===== config.mk =====
export PLATFORM = sky130hd
export DESIGN_NAME = rcc_changeover
export DESIGN_NICKNAME = d
export VERILOG_FILES = /design/src/rcc_pkg.sv /design/src/rcc_cal_if.sv /design/src/rcc_changeover.sv /design/src/rcc_ref_mem.sv
export SDC_FILE = /design/constraint.sdc
export NUM_CORES = 1
export LEC_CHECK = 0
export ABC_CLOCK_PERIOD_IN_PS = 8100
export BUFFER_PORTS_ARGS = -buffer_cell sky130_fd_sc_hd__buf_2
export CORE_MARGIN = 3
export CORE_UTILIZATION = 60
export DETAILED_ROUTE_END_ITERATION = 8
export PLACE_DENSITY = 0.86
export REMOVE_ABC_BUFFERS = 1
export SYNTH_ARGS = -nofsm -noshare
export SYNTH_HDL_FRONTEND = slang
export SYNTH_SLANG_ARGS = --single-unit

===== constraint.sdc =====
create_clock -name CLK -period 8.1 [get_ports CLK]
set_clock_uncertainty 0.1 [all_clocks]
set_input_delay 0.405 -clock CLK [delete_from_list [all_inputs] [get_ports CLK]]
set_output_delay 0.405 -clock CLK [all_outputs]
set_load 0.01 [all_outputs]

===== src/rcc_pkg.sv =====
// Constants, types and decode helpers for the reference changeover control
package rcc_pkg;

    // Channel count, widths
    localparam int NUM_CH_DEF = 12;
    localparam int AMP_W_DEF = 12;
    localparam int MAX_CH = 16;
    localparam int CH_IDX_W = 4;
    localparam int TYPE_W = 4;
    localparam int TYPES_PER_REG = 8;
    localparam int CAL_AW = 4;
    localparam int CAL_DW = 16;
    localparam int IRQ_W = 2;
    localparam int CNT_W = 16;

    // Register byte addresses
    localparam logic [7:0] REG_CTRL = 8'h00;
    localparam logic [7:0] REG_STATUS = 8'h04;
    localparam logic [7:0] REG_FLT_PRI = 8'h08;
    localparam logic [7:0] REG_FLT_BAK = 8'h0C;
    localparam logic [7:0] REG_IRQ_STAT = 8'h10;
    localparam logic [7:0] REG_IRQ_MASK = 8'h14;
    localparam logic [7:0] REG_TYPE_LO = 8'h18;
    localparam logic [7:0] REG_TYPE_HI = 8'h1C;
    localparam logic [7:0] REG_CAL = 8'h20;
    localparam logic [7:0] REG_LIVE = 8'h24;
    localparam logic [7:0] REG_CHG_CNT = 8'h28;

    // Control fields and reset value
    localparam int CTRL_SRC_BIT = 0;
    localparam int CTRL_AUTO_BIT = 1;
    localparam int CTRL_LOAD_BIT = 2;
    localparam logic [1:0] CTRL_RST = 2'h2;

    // Status and live detection fields
    localparam int STAT_SRC_BIT = 0;
    localparam int STAT_CAL_BIT = 1;
    localparam int LIVE_BAK_LSB = 16;

    // Interrupt status bits
    localparam int IRQ_CHG_BIT = 0;
    localparam int IRQ_FLT_BIT = 1;

    // Calibration write fields
    localparam int CAL_IDX_LSB = 16;
    localparam int CAL_VAL_LSB = 0;

    // Fault threshold as a fraction of nominal peak
    localparam logic [3:0] THR_NUM = 4'h3;
    localparam logic [3:0] THR_DEN = 4'h4;

    // Per-channel check type
    typedef enum logic [TYPE_W-1:0] {
        CHK_NONE, CHK_BLACK, CHK_BLACK_VITC, CHK_TRI_SYNC,
        CHK_SD_LOS, CHK_HD_LOS, CHK_G3_LOS, CHK_TEN_MHZ,
        CHK_SUBCAR, CHK_AUDIO, CHK_PULSE2, CHK_PULSE4
    } rcc_chk_t;

    // Active check: undefined codes behave as no measurement
    function automatic logic rcc_active(input logic [TYPE_W-1:0] t);
        return (t != CHK_NONE) && (t <= CHK_PULSE4);
    endfunction

    // Types judged against a fraction of the reference
    function automatic logic rcc_ratio(input logic [TYPE_W-1:0] t);
        return (t == CHK_BLACK) || (t == CHK_BLACK_VITC) || (t == CHK_TRI_SYNC) ||
               (t == CHK_TEN_MHZ) || (t == CHK_SUBCAR) || (t == CHK_AUDIO);
    endfunction

endpackage


===== src/rcc_cal_if.sv =====
// Calibration store access between controller and reference memory
`timescale 1ns/10ps
interface rcc_cal_if;
    import rcc_pkg::*;
    logic we;
    logic [CAL_AW-1:0] waddr;
    logic [CAL_DW-1:0] wdata;
    logic [CAL_AW-1:0] raddr;
    logic [CAL_DW-1:0] rdata;

    modport ctl (output we, output waddr, output wdata, output raddr, input rdata);
    modport mem (input we, input waddr, input wdata, input raddr, output rdata);
endinterface


===== src/rcc_changeover.sv =====
// Changeover controller: fault scan, latching, source selection, registers
`timescale 1ns/10ps
module rcc_changeover import rcc_pkg::*; #(
    parameter int NUM_CH = NUM_CH_DEF,
    parameter int AMP_W = AMP_W_DEF
) (
    // Clock and reset
    input wire logic CLK,
    input wire logic RESET,
    // Register port
    input wire logic [7:0] REG_ADDR,
    input wire logic [31:0] REG_WDATA,
    input wire logic REG_WR,
    input wire logic REG_RD,
    output logic [31:0] REG_RDATA,
    // Amplitude front end, channel n at bits n*AMP_W
    input wire logic [NUM_CH*AMP_W-1:0] AMP_PRI,
    input wire logic [NUM_CH*AMP_W-1:0] AMP_BAK,
    input wire logic [NUM_CH-1:0] LOS_PRI,
    input wire logic [NUM_CH-1:0] LOS_BAK,
    // Panel command and factory enable
    input wire logic LOCAL_TOGGLE,
    input wire logic FACTORY_CAL,
    // Relay drive and indications
    output logic [NUM_CH-1:0] RELAY_SEL,
    output logic SEC_RELAY_SEL,
    output logic [NUM_CH-1:0] FAULT_PRI,
    output logic [NUM_CH-1:0] FAULT_BAK,
    output logic SRC_BACKUP,
    output logic IRQ
);

    ////////////////////////////////////////////////////////////////////////
    // Elaboration checks
    generate
        if (NUM_CH < 1 || NUM_CH > MAX_CH) begin : g_bad_ch
            $error("NUM_CH must be 1 to 16");
        end
        if (AMP_W < 1 || AMP_W > CAL_DW) begin : g_bad_amp
            $error("AMP_W must be 1 to 16");
        end
    endgenerate

    localparam logic [CH_IDX_W-1:0] LAST_CH = CH_IDX_W'(NUM_CH - 1);

    ////////////////////////////////////////////////////////////////////////
    // Declarations
    rcc_cal_if cal ();

    logic [CH_IDX_W-1:0] scan_q;
    logic [CH_IDX_W-1:0] ch1_q;
    logic [TYPE_W-1:0] type1_q;
    logic [TYPE_W-1:0] ch_type_q [MAX_CH];
    logic src_q;
    logic src_d;
    logic auto_en_q;
    logic [NUM_CH-1:0] flt_pri_q;
    logic [NUM_CH-1:0] flt_pri_d;
    logic [NUM_CH-1:0] flt_bak_q;
    logic [NUM_CH-1:0] flt_bak_d;
    logic [NUM_CH-1:0] live_pri_q;
    logic [NUM_CH-1:0] live_bak_q;
    logic [IRQ_W-1:0] irq_stat_q;
    logic [IRQ_W-1:0] irq_stat_d;
    logic [IRQ_W-1:0] irq_mask_q;
    logic [CNT_W-1:0] chg_cnt_q;
    logic [AMP_W-1:0] amp_p;
    logic [AMP_W-1:0] amp_b;
    logic det_p;
    logic det_b;
    logic new_p;
    logic new_b;
    logic auto_trig;
    logic remote_load;
    logic wr_ctrl;
    logic wr_cal;
    logic [31:0] rd_mux;

    // Level below the fraction of the reference for this type
    function automatic logic below_ref(input logic [AMP_W-1:0] amp, input logic [CAL_DW-1:0] ref_v);
        logic [23:0] lhs;
        logic [23:0] rhs;
        lhs = 24'(amp) * 24'(THR_DEN);
        rhs = 24'(ref_v) * 24'(THR_NUM);
        return lhs < rhs;
    endfunction

    // Detection for one source of the channel under test
    function automatic logic detect(input logic [TYPE_W-1:0] t, input logic [AMP_W-1:0] amp,
                                    input logic [CAL_DW-1:0] ref_v, input logic los);
        if (!rcc_active(t)) begin
            return 1'b0;
        end
        if (rcc_ratio(t)) begin
            return below_ref(amp, ref_v);
        end
        return los;
    endfunction

    ////////////////////////////////////////////////////////////////////////
    // Reference store
    rcc_ref_mem u_mem (
        .clk(CLK),
        .reset(RESET),
        .cal(cal.mem)
    );

    // Calibration only while the factory enable is held
    assign wr_cal = REG_WR && (REG_ADDR == REG_CAL) && FACTORY_CAL;
    assign cal.we = wr_cal;
    assign cal.waddr = REG_WDATA[CAL_IDX_LSB +: CAL_AW];
    assign cal.wdata = REG_WDATA[CAL_VAL_LSB +: CAL_DW];
    assign cal.raddr = ch_type_q[scan_q];

    ////////////////////////////////////////////////////////////////////////
    // Channel scan: one channel per cycle, reference read in flight
    always_ff @(posedge CLK) begin
        if (RESET) begin
            scan_q <= '0;
        end else if (scan_q == LAST_CH) begin
            scan_q <= '0;
        end else begin
            scan_q <= scan_q + 1'b1;
        end
    end

    // Stage aligned with the registered reference word
    always_ff @(posedge CLK) begin
        if (RESET) begin
            ch1_q <= '0;
            type1_q <= CHK_NONE;
        end else begin
            ch1_q <= scan_q;
            type1_q <= ch_type_q[scan_q];
        end
    end

    // Both inputs measured every pass
    assign amp_p = AMP_PRI[ch1_q*AMP_W +: AMP_W];
    assign amp_b = AMP_BAK[ch1_q*AMP_W +: AMP_W];
    assign det_p = detect(type1_q, amp_p, cal.rdata, LOS_PRI[ch1_q]);
    assign det_b = detect(type1_q, amp_b, cal.rdata, LOS_BAK[ch1_q]);

    // A fault counts as new only while its latch is still clear
    assign new_p = det_p && !flt_pri_q[ch1_q];
    assign new_b = det_b && !flt_bak_q[ch1_q];

    ////////////////////////////////////////////////////////////////////////
    // Channel check types
    always_ff @(posedge CLK) begin
        if (RESET) begin
            for (int i = 0; i < MAX_CH; i++) begin
                ch_type_q[i] <= CHK_NONE;
            end
        end else if (REG_WR && (REG_ADDR == REG_TYPE_LO || REG_ADDR == REG_TYPE_HI)) begin
            for (int i = 0; i < TYPES_PER_REG; i++) begin
                if (REG_ADDR == REG_TYPE_LO) begin
                    ch_type_q[i] <= REG_WDATA[i*TYPE_W +: TYPE_W];
                end else begin
                    ch_type_q[i+TYPES_PER_REG] <= REG_WDATA[i*TYPE_W +: TYPE_W];
                end
            end
        end
    end

    ////////////////////////////////////////////////////////////////////////
    // Sticky faults, one latch per source; a set beats a clear
    always_comb begin
        flt_pri_d = flt_pri_q;
        flt_bak_d = flt_bak_q;
        if (REG_WR && REG_ADDR == REG_FLT_PRI) begin
            flt_pri_d = flt_pri_q & ~REG_WDATA[NUM_CH-1:0];
        end
        if (REG_WR && REG_ADDR == REG_FLT_BAK) begin
            flt_bak_d = flt_bak_q & ~REG_WDATA[NUM_CH-1:0];
        end
        if (det_p) begin
            flt_pri_d[ch1_q] = 1'b1;
        end
        if (det_b) begin
            flt_bak_d[ch1_q] = 1'b1;
        end
    end

    always_ff @(posedge CLK) begin
        if (RESET) begin
            flt_pri_q <= '0;
            flt_bak_q <= '0;
        end else begin
            flt_pri_q <= flt_pri_d;
            flt_bak_q <= flt_bak_d;
        end
    end

    // Live detection, refreshed each pass, not sticky
    always_ff @(posedge CLK) begin
        if (RESET) begin
            live_pri_q <= '0;
            live_bak_q <= '0;
        end else begin
            live_pri_q[ch1_q] <= det_p;
            live_bak_q[ch1_q] <= det_b;
        end
    end

    ////////////////////////////////////////////////////////////////////////
    // Source selection
    assign wr_ctrl = REG_WR && (REG_ADDR == REG_CTRL);
    assign remote_load = wr_ctrl && REG_WDATA[CTRL_LOAD_BIT];

    // Only a fresh fault on the source now in use moves the relays;
    // a latched fault cannot retrigger, which stops ping-pong
    assign auto_trig = auto_en_q && (src_q ? new_b : new_p);

    // Remote beats panel beats automatic when they coincide
    always_comb begin
        src_d = src_q;
        if (remote_load) begin
            src_d = REG_WDATA[CTRL_SRC_BIT];
        end else if (LOCAL_TOGGLE) begin
            src_d = !src_q;
        end else if (auto_trig) begin
            src_d = !src_q;
        end
    end

    always_ff @(posedge CLK) begin
        if (RESET) begin
            src_q <= 1'b0;
        end else begin
            src_q <= src_d;
        end
    end

    // Automatic changeover enable
    always_ff @(posedge CLK) begin
        if (RESET) begin
            auto_en_q <= CTRL_RST[CTRL_AUTO_BIT];
        end else if (wr_ctrl) begin
            auto_en_q <= REG_WDATA[CTRL_AUTO_BIT];
        end
    end

    // Changeover count, wraps
    always_ff @(posedge CLK) begin
        if (RESET) begin
            chg_cnt_q <= '0;
        end else if (src_d != src_q) begin
            chg_cnt_q <= chg_cnt_q + 1'b1;
        end
    end

    ////////////////////////////////////////////////////////////////////////
    // Relay drive: every channel follows one selection bit
    generate
        for (genvar g = 0; g < NUM_CH; g++) begin : g_relay
            always_ff @(posedge CLK) begin
                if (RESET) begin
                    RELAY_SEL[g] <= 1'b0;
                end else begin
                    RELAY_SEL[g] <= src_d;
                end
            end
        end
    endgenerate

    // Secondary relays and indications
    always_ff @(posedge CLK) begin
        if (RESET) begin
            SEC_RELAY_SEL <= 1'b0;
            SRC_BACKUP <= 1'b0;
            FAULT_PRI <= '0;
            FAULT_BAK <= '0;
        end else begin
            SEC_RELAY_SEL <= src_d;
            SRC_BACKUP <= src_d;
            FAULT_PRI <= flt_pri_d;
            FAULT_BAK <= flt_bak_d;
        end
    end

    ////////////////////////////////////////////////////////////////////////
    // Interrupts: write one to clear, event wins
    always_comb begin
        irq_stat_d = irq_stat_q;
        if (REG_WR && REG_ADDR == REG_IRQ_STAT) begin
            irq_stat_d = irq_stat_q & ~REG_WDATA[IRQ_W-1:0];
        end
        if (src_d != src_q) begin
            irq_stat_d[IRQ_CHG_BIT] = 1'b1;
        end
        if (new_p || new_b) begin
            irq_stat_d[IRQ_FLT_BIT] = 1'b1;
        end
    end

    always_ff @(posedge CLK) begin
        if (RESET) begin
            irq_stat_q <= '0;
        end else begin
            irq_stat_q <= irq_stat_d;
        end
    end

    always_ff @(posedge CLK) begin
        if (RESET) begin
            irq_mask_q <= '0;
        end else if (REG_WR && REG_ADDR == REG_IRQ_MASK) begin
            irq_mask_q <= REG_WDATA[IRQ_W-1:0];
        end
    end

    // Output is registered from the next status, so it rises in the same cycle as the status bit
    always_ff @(posedge CLK) begin
        if (RESET) begin
            IRQ <= 1'b0;
        end else begin
            IRQ <= |(irq_stat_d & irq_mask_q);
        end
    end

    ////////////////////////////////////////////////////////////////////////
    // Read mux; unmapped addresses read zero
    always_comb begin
        rd_mux = '0;
        unique case (REG_ADDR)
            REG_CTRL: begin
                rd_mux[CTRL_SRC_BIT] = src_q;
                rd_mux[CTRL_AUTO_BIT] = auto_en_q;
            end
            REG_STATUS: begin
                rd_mux[STAT_SRC_BIT] = src_q;
                rd_mux[STAT_CAL_BIT] = FACTORY_CAL;
            end
            REG_FLT_PRI: rd_mux[NUM_CH-1:0] = flt_pri_q;
            REG_FLT_BAK: rd_mux[NUM_CH-1:0] = flt_bak_q;
            REG_IRQ_STAT: rd_mux[IRQ_W-1:0] = irq_stat_q;
            REG_IRQ_MASK: rd_mux[IRQ_W-1:0] = irq_mask_q;
            REG_TYPE_LO: begin
                for (int i = 0; i < TYPES_PER_REG; i++) begin
                    rd_mux[i*TYPE_W +: TYPE_W] = ch_type_q[i];
                end
            end
            REG_TYPE_HI: begin
                for (int i = 0; i < TYPES_PER_REG; i++) begin
                    rd_mux[i*TYPE_W +: TYPE_W] = ch_type_q[i+TYPES_PER_REG];
                end
            end
            REG_LIVE: begin
                rd_mux[NUM_CH-1:0] = live_pri_q;
                rd_mux[LIVE_BAK_LSB +: NUM_CH] = live_bak_q;
            end
            REG_CHG_CNT: rd_mux[CNT_W-1:0] = chg_cnt_q;
            default: rd_mux = '0;
        endcase
    end

    // Read data stand for the one cycle after the strobe
    always_ff @(posedge CLK) begin
        if (RESET) begin
            REG_RDATA <= '0;
        end else if (REG_RD) begin
            REG_RDATA <= rd_mux;
        end else begin
            REG_RDATA <= '0;
        end
    end

endmodule // rcc_changeover


===== src/rcc_ref_mem.sv =====
// Reference amplitude store, one word per check type
`timescale 1ns/10ps
module rcc_ref_mem import rcc_pkg::*; (
    // Clock and reset
    input wire logic clk,
    input wire logic reset,
    // Store access
    rcc_cal_if.mem cal
);

    logic [CAL_DW-1:0] mem_q [2**CAL_AW];
    logic [CAL_DW-1:0] rdata_q;

    ////////////////////////////////////////////////////////////////////////
    // Array has no reset so contents outlive a controller reset
    always_ff @(posedge clk) begin
        if (cal.we) begin
            mem_q[cal.waddr] <= cal.wdata;
        end
    end

    // Registered read, one cycle latency
    always_ff @(posedge clk) begin
        if (reset) begin
            rdata_q <= '0;
        end else begin
            rdata_q <= mem_q[cal.raddr];
        end
    end

    assign cal.rdata = rdata_q;

endmodule // rcc_ref_mem


==> summary.md <==
The share of the synthesized area in the top cell type was 42.1%. The library cell used most frequently in the layout, excluding fill and tap cells, is buf_2. The floorplan step set the die height to 197 um. The run gives 55.1% as the post-synthesis sequential area ratio. In the final routing, the length of wire on met1 measures 24400 um. The first-iteration detailed-routing DRC count was 1956. STA classifies the critical path endpoint as a flop. For this run, the total global-route usage over all layers was measured as 34.5%. In this run the tool buffered the top-level ports with 428 buffer cells.

The cell area after layout was 25700 um2. The first-pass detailed-route iteration total was 8; the TritonCTS buffer count was 42. The via count of the first global-routing pass is 16500, and the clock transition at the registers of the reported paths is 0.06 ns. The final weighted congestion of routability-driven global placement is 0.914.

At the worst endpoint, the arrival time is 5.58 ns. The origin of the worst min-delay path is LOCAL_TOGGLE. The critical path goes through buf_4, mux4_2, mux2i_1, o21ai_0, ha_1, a21oi_1, o21ai_0, nor3_1, maj3_1, o21ai_1, a31oi_4, a221oi_2, buf_4, or4_1, a21oi_1. Destination of the worst hold path: SRC_BACKUP$_SDFF_PP0_.

For this run, the top clock speed supported by timing is 192 MHz. The run gives 0 as the post-route DRC violation count. In the synthesized netlist the dominant register cell turns out to be edfxtp_1. During synthesis, Yosys emitted a total of 0 warnings.

Summed over all instances, the cell type with the most area after synthesis is edfxtp_1. The highest metal layer carrying signal wires in the routed design is met5. The final-report setup violation count was 0. Setup repair after global routing left no endpoint under its margin.

After detailed routing, the number of vias per cell comes to 6.63. The total overflow left after global routing is 0. After the last flow step, the layout net total stands at 2376. From synthesis to final layout, the design area changed by 17.2%.

The floorplan has 69 rows. The cell family contributing the most delay on the critical path is compound AO/OA/AOI/OAI gates. The residual antenna-violating net count after detailed routing was 0; the delay contributed by the slowest stage of the critical path was 0.72 ns. The worst setup path is launched from a flop. In the final routed layout, each cell accounts on average for 27.5 um. The run gives 82 as the pin count of the biggest net entering global routing.

The setup fix buffers added after clock tree synthesis was 0. For the final routed database, the setup TNS stands at 0 ns. The synthesized design contains 451 register bits. For the number of vias in the routed layout, the log shows 16500. In this run the power density over the cells is 218 nW/um2. The run finished with clean final reports. The deepest level of the CTS H-tree was 2. In this run the cell area of the synthesized design comes to 22000 um2.

The tools report the worst-case clock buffer depth as 3. Total detailed-routing wirelength: 68500 um. Setup slack on the worst reg-to-reg path comes out at 2.89 ns.

The required time at the worst-slack endpoint was 8.47 ns. On the final layout, the worst hold slack is 0.0313 ns. The routed design could run at a clock period as short as 5.21 ns. The number of cells on the worst reg-to-reg path is 15. The logs give 35800 um2 for the area of the core and 70 for the number of distinct library cell variants in the gate-level netlist after synthesis.

TritonCTS built the clock tree. Type of the worst min-delay path: in -> reg. Summed over all nets, wire length on met2 after detailed routing comes to 33200 um.

In this run the worst path has a maximum fanout of 35. The total cell area at the placement stage is 24400 um2. The worst register-to-register path ends at chg_cnt_q[8]$_SDFFE_PP0P_.

The number of antenna violations at the first check in global routing was 22. For this configuration, the core starts out at a cell density of 61.3%. Sorting the synthesized cells by area gives the leading types as edfxtp_1 42%, mux4_2 17%, dfxtp_1 13%.

Detailed routing placed a total of 7850 um of wire on met3. At the later pin of the worst-skew pair, clock insertion delay measures 0.56 ns. The static power due to leakage was 9.41 nW.

At the pin with the least slew margin, the transition time is 1.28 ns. The critical path crosses 15 cells after its start point. Post-synthesis instance total: 1612.

The share of synthesized flip-flops with an asynchronous set or reset was 0%. OpenSTA, run right after detailed placement, puts the worst setup slack at 2.86 ns. The first global-routing pass estimated 100000 um of wire. The tools report the max-slew headroom at the worst pin as 14.8%. Critical register-to-register path startpoint: ch1_q[0]$_SDFF_PP0_.

In the final layout, the share of cells above drive strength 1 is 35.6%. The tool flagged a number of max-cap violations equal to 0. Final number of hold-violating endpoints: 0. Post-CTS repair changed the size of 0 cells. The post-route clock period utilization was 64.4%; the post-synthesis area per instance was 13.6 um2.

The worst hold path passes through 3 cells. The logs give 2.89 ns for the final setup slack of the worst path and 0 for the number of buffers added to fix hold violations after cts. The detailed placement HPWL is 47200 um, and the number of buffers and inverters on the critical path is 2. In the layout the commonest cells are 428 x buf_2, 308 x edfxtp_1, 165 x mux4_2. Number of flops mapped to enable cells by yosys: 308. The slowest stage of the critical path belongs to the cell dfxtp_4.

The number of max-slew violations in the final report is 0, and the number of clock sinks is 451. IR analysis of the VDD net gives a maximum drop of 0.242 mV. For this design the top-level I/O count stands at 429. The floorplan step set the die width to 197 um. CTS placed an instance of clkbuf_16 at the clock tree root. The die covers 38900 um2.

The critical path is of the reg -> reg type.
==> cells by family (layout without fill, tap and decap cells) <==
| group | Yosys count | in the layout | share of synthesized area [%] |
|---|---|---|---|
| DFF | 451 | 451 | 55.1 |
| and+or+nand+nor | 424 | 424 | 9.24 |
| muxes | 286 | 286 | 22.6 |
| AOI/OAI and AO/OA | 257 | 257 | 7.29 |
| buffers and inverters | 138 | 539 | 2.84 |
| adders and majority gates | 40 | 40 | 2.29 |
| xor gates and xnor gates | 16 | 16 | 0.638 |
| other | 0 | 14 | 0 |
==> area by class of cell <==
cell class | instances | area, um2
well taps | 461 | 577
diodes | 14 | 35.0
multi-input cells | 1023 | 9340
clock buffers | 53 | 1110
repair buffers | 449 | 2300
inverters | 13 | 48.8
fillers | 2237 | 10100
clock inverters | 24 | 213
flip-flops and latches | 451 | 12100
==> routing by layer <==
layer,track usage (%),vias to the layer above
met4,13.4,12
met1,43.7,8170
met3,10.4,213
met5,0,-
li1,-,6964
met2,56.6,1141
==> registers in the layout, summed over array words and instances, names as in the netlist, 12 cells and up <==
name,flops
REG_RDATA,32
ch_type_q,64
u_mem.cal.rdata,16
live_pri_q,12
u_mem.mem_q,256
FAULT_BAK,12
chg_cnt_q,16
live_bak_q,12
FAULT_PRI,12
==> worst max path at each step <==
| stage | from | to | slack [ns] |
|---|---|---|---|
| 2_1_floorplan | ch1_q[0]$_SDFF_PP0_ | chg_cnt_q[15]$_SDFFE_PP0P_ | 0.42 |
| 3_3_place_gp | ch1_q[0]$_SDFF_PP0_ | chg_cnt_q[15]$_SDFFE_PP0P_ | 3.01 |
| 3_5_place_dp | ch1_q[0]$_SDFF_PP0_ | chg_cnt_q[15]$_SDFFE_PP0P_ | 2.86 |
| 4_1_cts | ch1_q[0]$_SDFF_PP0_ | chg_cnt_q[15]$_SDFFE_PP0P_ | 2.87 |
| 5_1_grt | ch1_q[0]$_SDFF_PP0_ | chg_cnt_q[15]$_SDFFE_PP0P_ | 2.45 |
| 6_report | ch1_q[0]$_SDFF_PP0_ | chg_cnt_q[8]$_SDFFE_PP0P_ | 2.89 |
==> power by group <==
group / switching (W) / total (W) / internal, W / leakage [nW]
clock: 0.000845 / 0.00192 / 0.00107 / 0.644
sequential: 0.0000633 / 0.00257 / 0.00251 / 3.96
combinational: 0.000611 / 0.00111 / 0.000503 / 4.82
total: 0.00152 / 0.00560 / 0.00409 / 9.41
==> cells in the mapped netlist (all sizes together) (17+ instances only) <==
cell type  number
nand2         126
nor2b          17
nand3          39
o22ai          19
mux2i         116
nor2          108
ha             37
mux4          167
dfxtp         143
buf            56
o21ai          45
clkbuf         69
edfxtp        308
and2           56
a21oi         126
==> stage by stage <==
stage          power [W]  util, %  cells
2_1_floorplan    0.00333        -   1487
3_3_place_gp     0.00368     68.1   2397
3_5_place_dp     0.00372     68.1   2397
4_1_cts          0.00561     71.8   2474
5_1_grt          0.00580     71.8   2480
6_report         0.00560     71.9   2488
==> worst reg2reg max path, stage by stage (launching register included) <==
cell      delay, ns
dfxtp_4        0.72
buf_4          0.64
mux4_2         0.60
mux2i_1        0.14
o21ai_0        0.11
ha_1           0.36
a21oi_1        0.13
o21ai_0        0.10
nor3_1         0.20
maj3_1         0.22
o21ai_1        0.13
a31oi_4        0.56
a221oi_2       0.14
buf_4          0.26
or4_1          0.54
a21oi_1        0.17
Note: power is estimated with default switching activity, not from simulation.
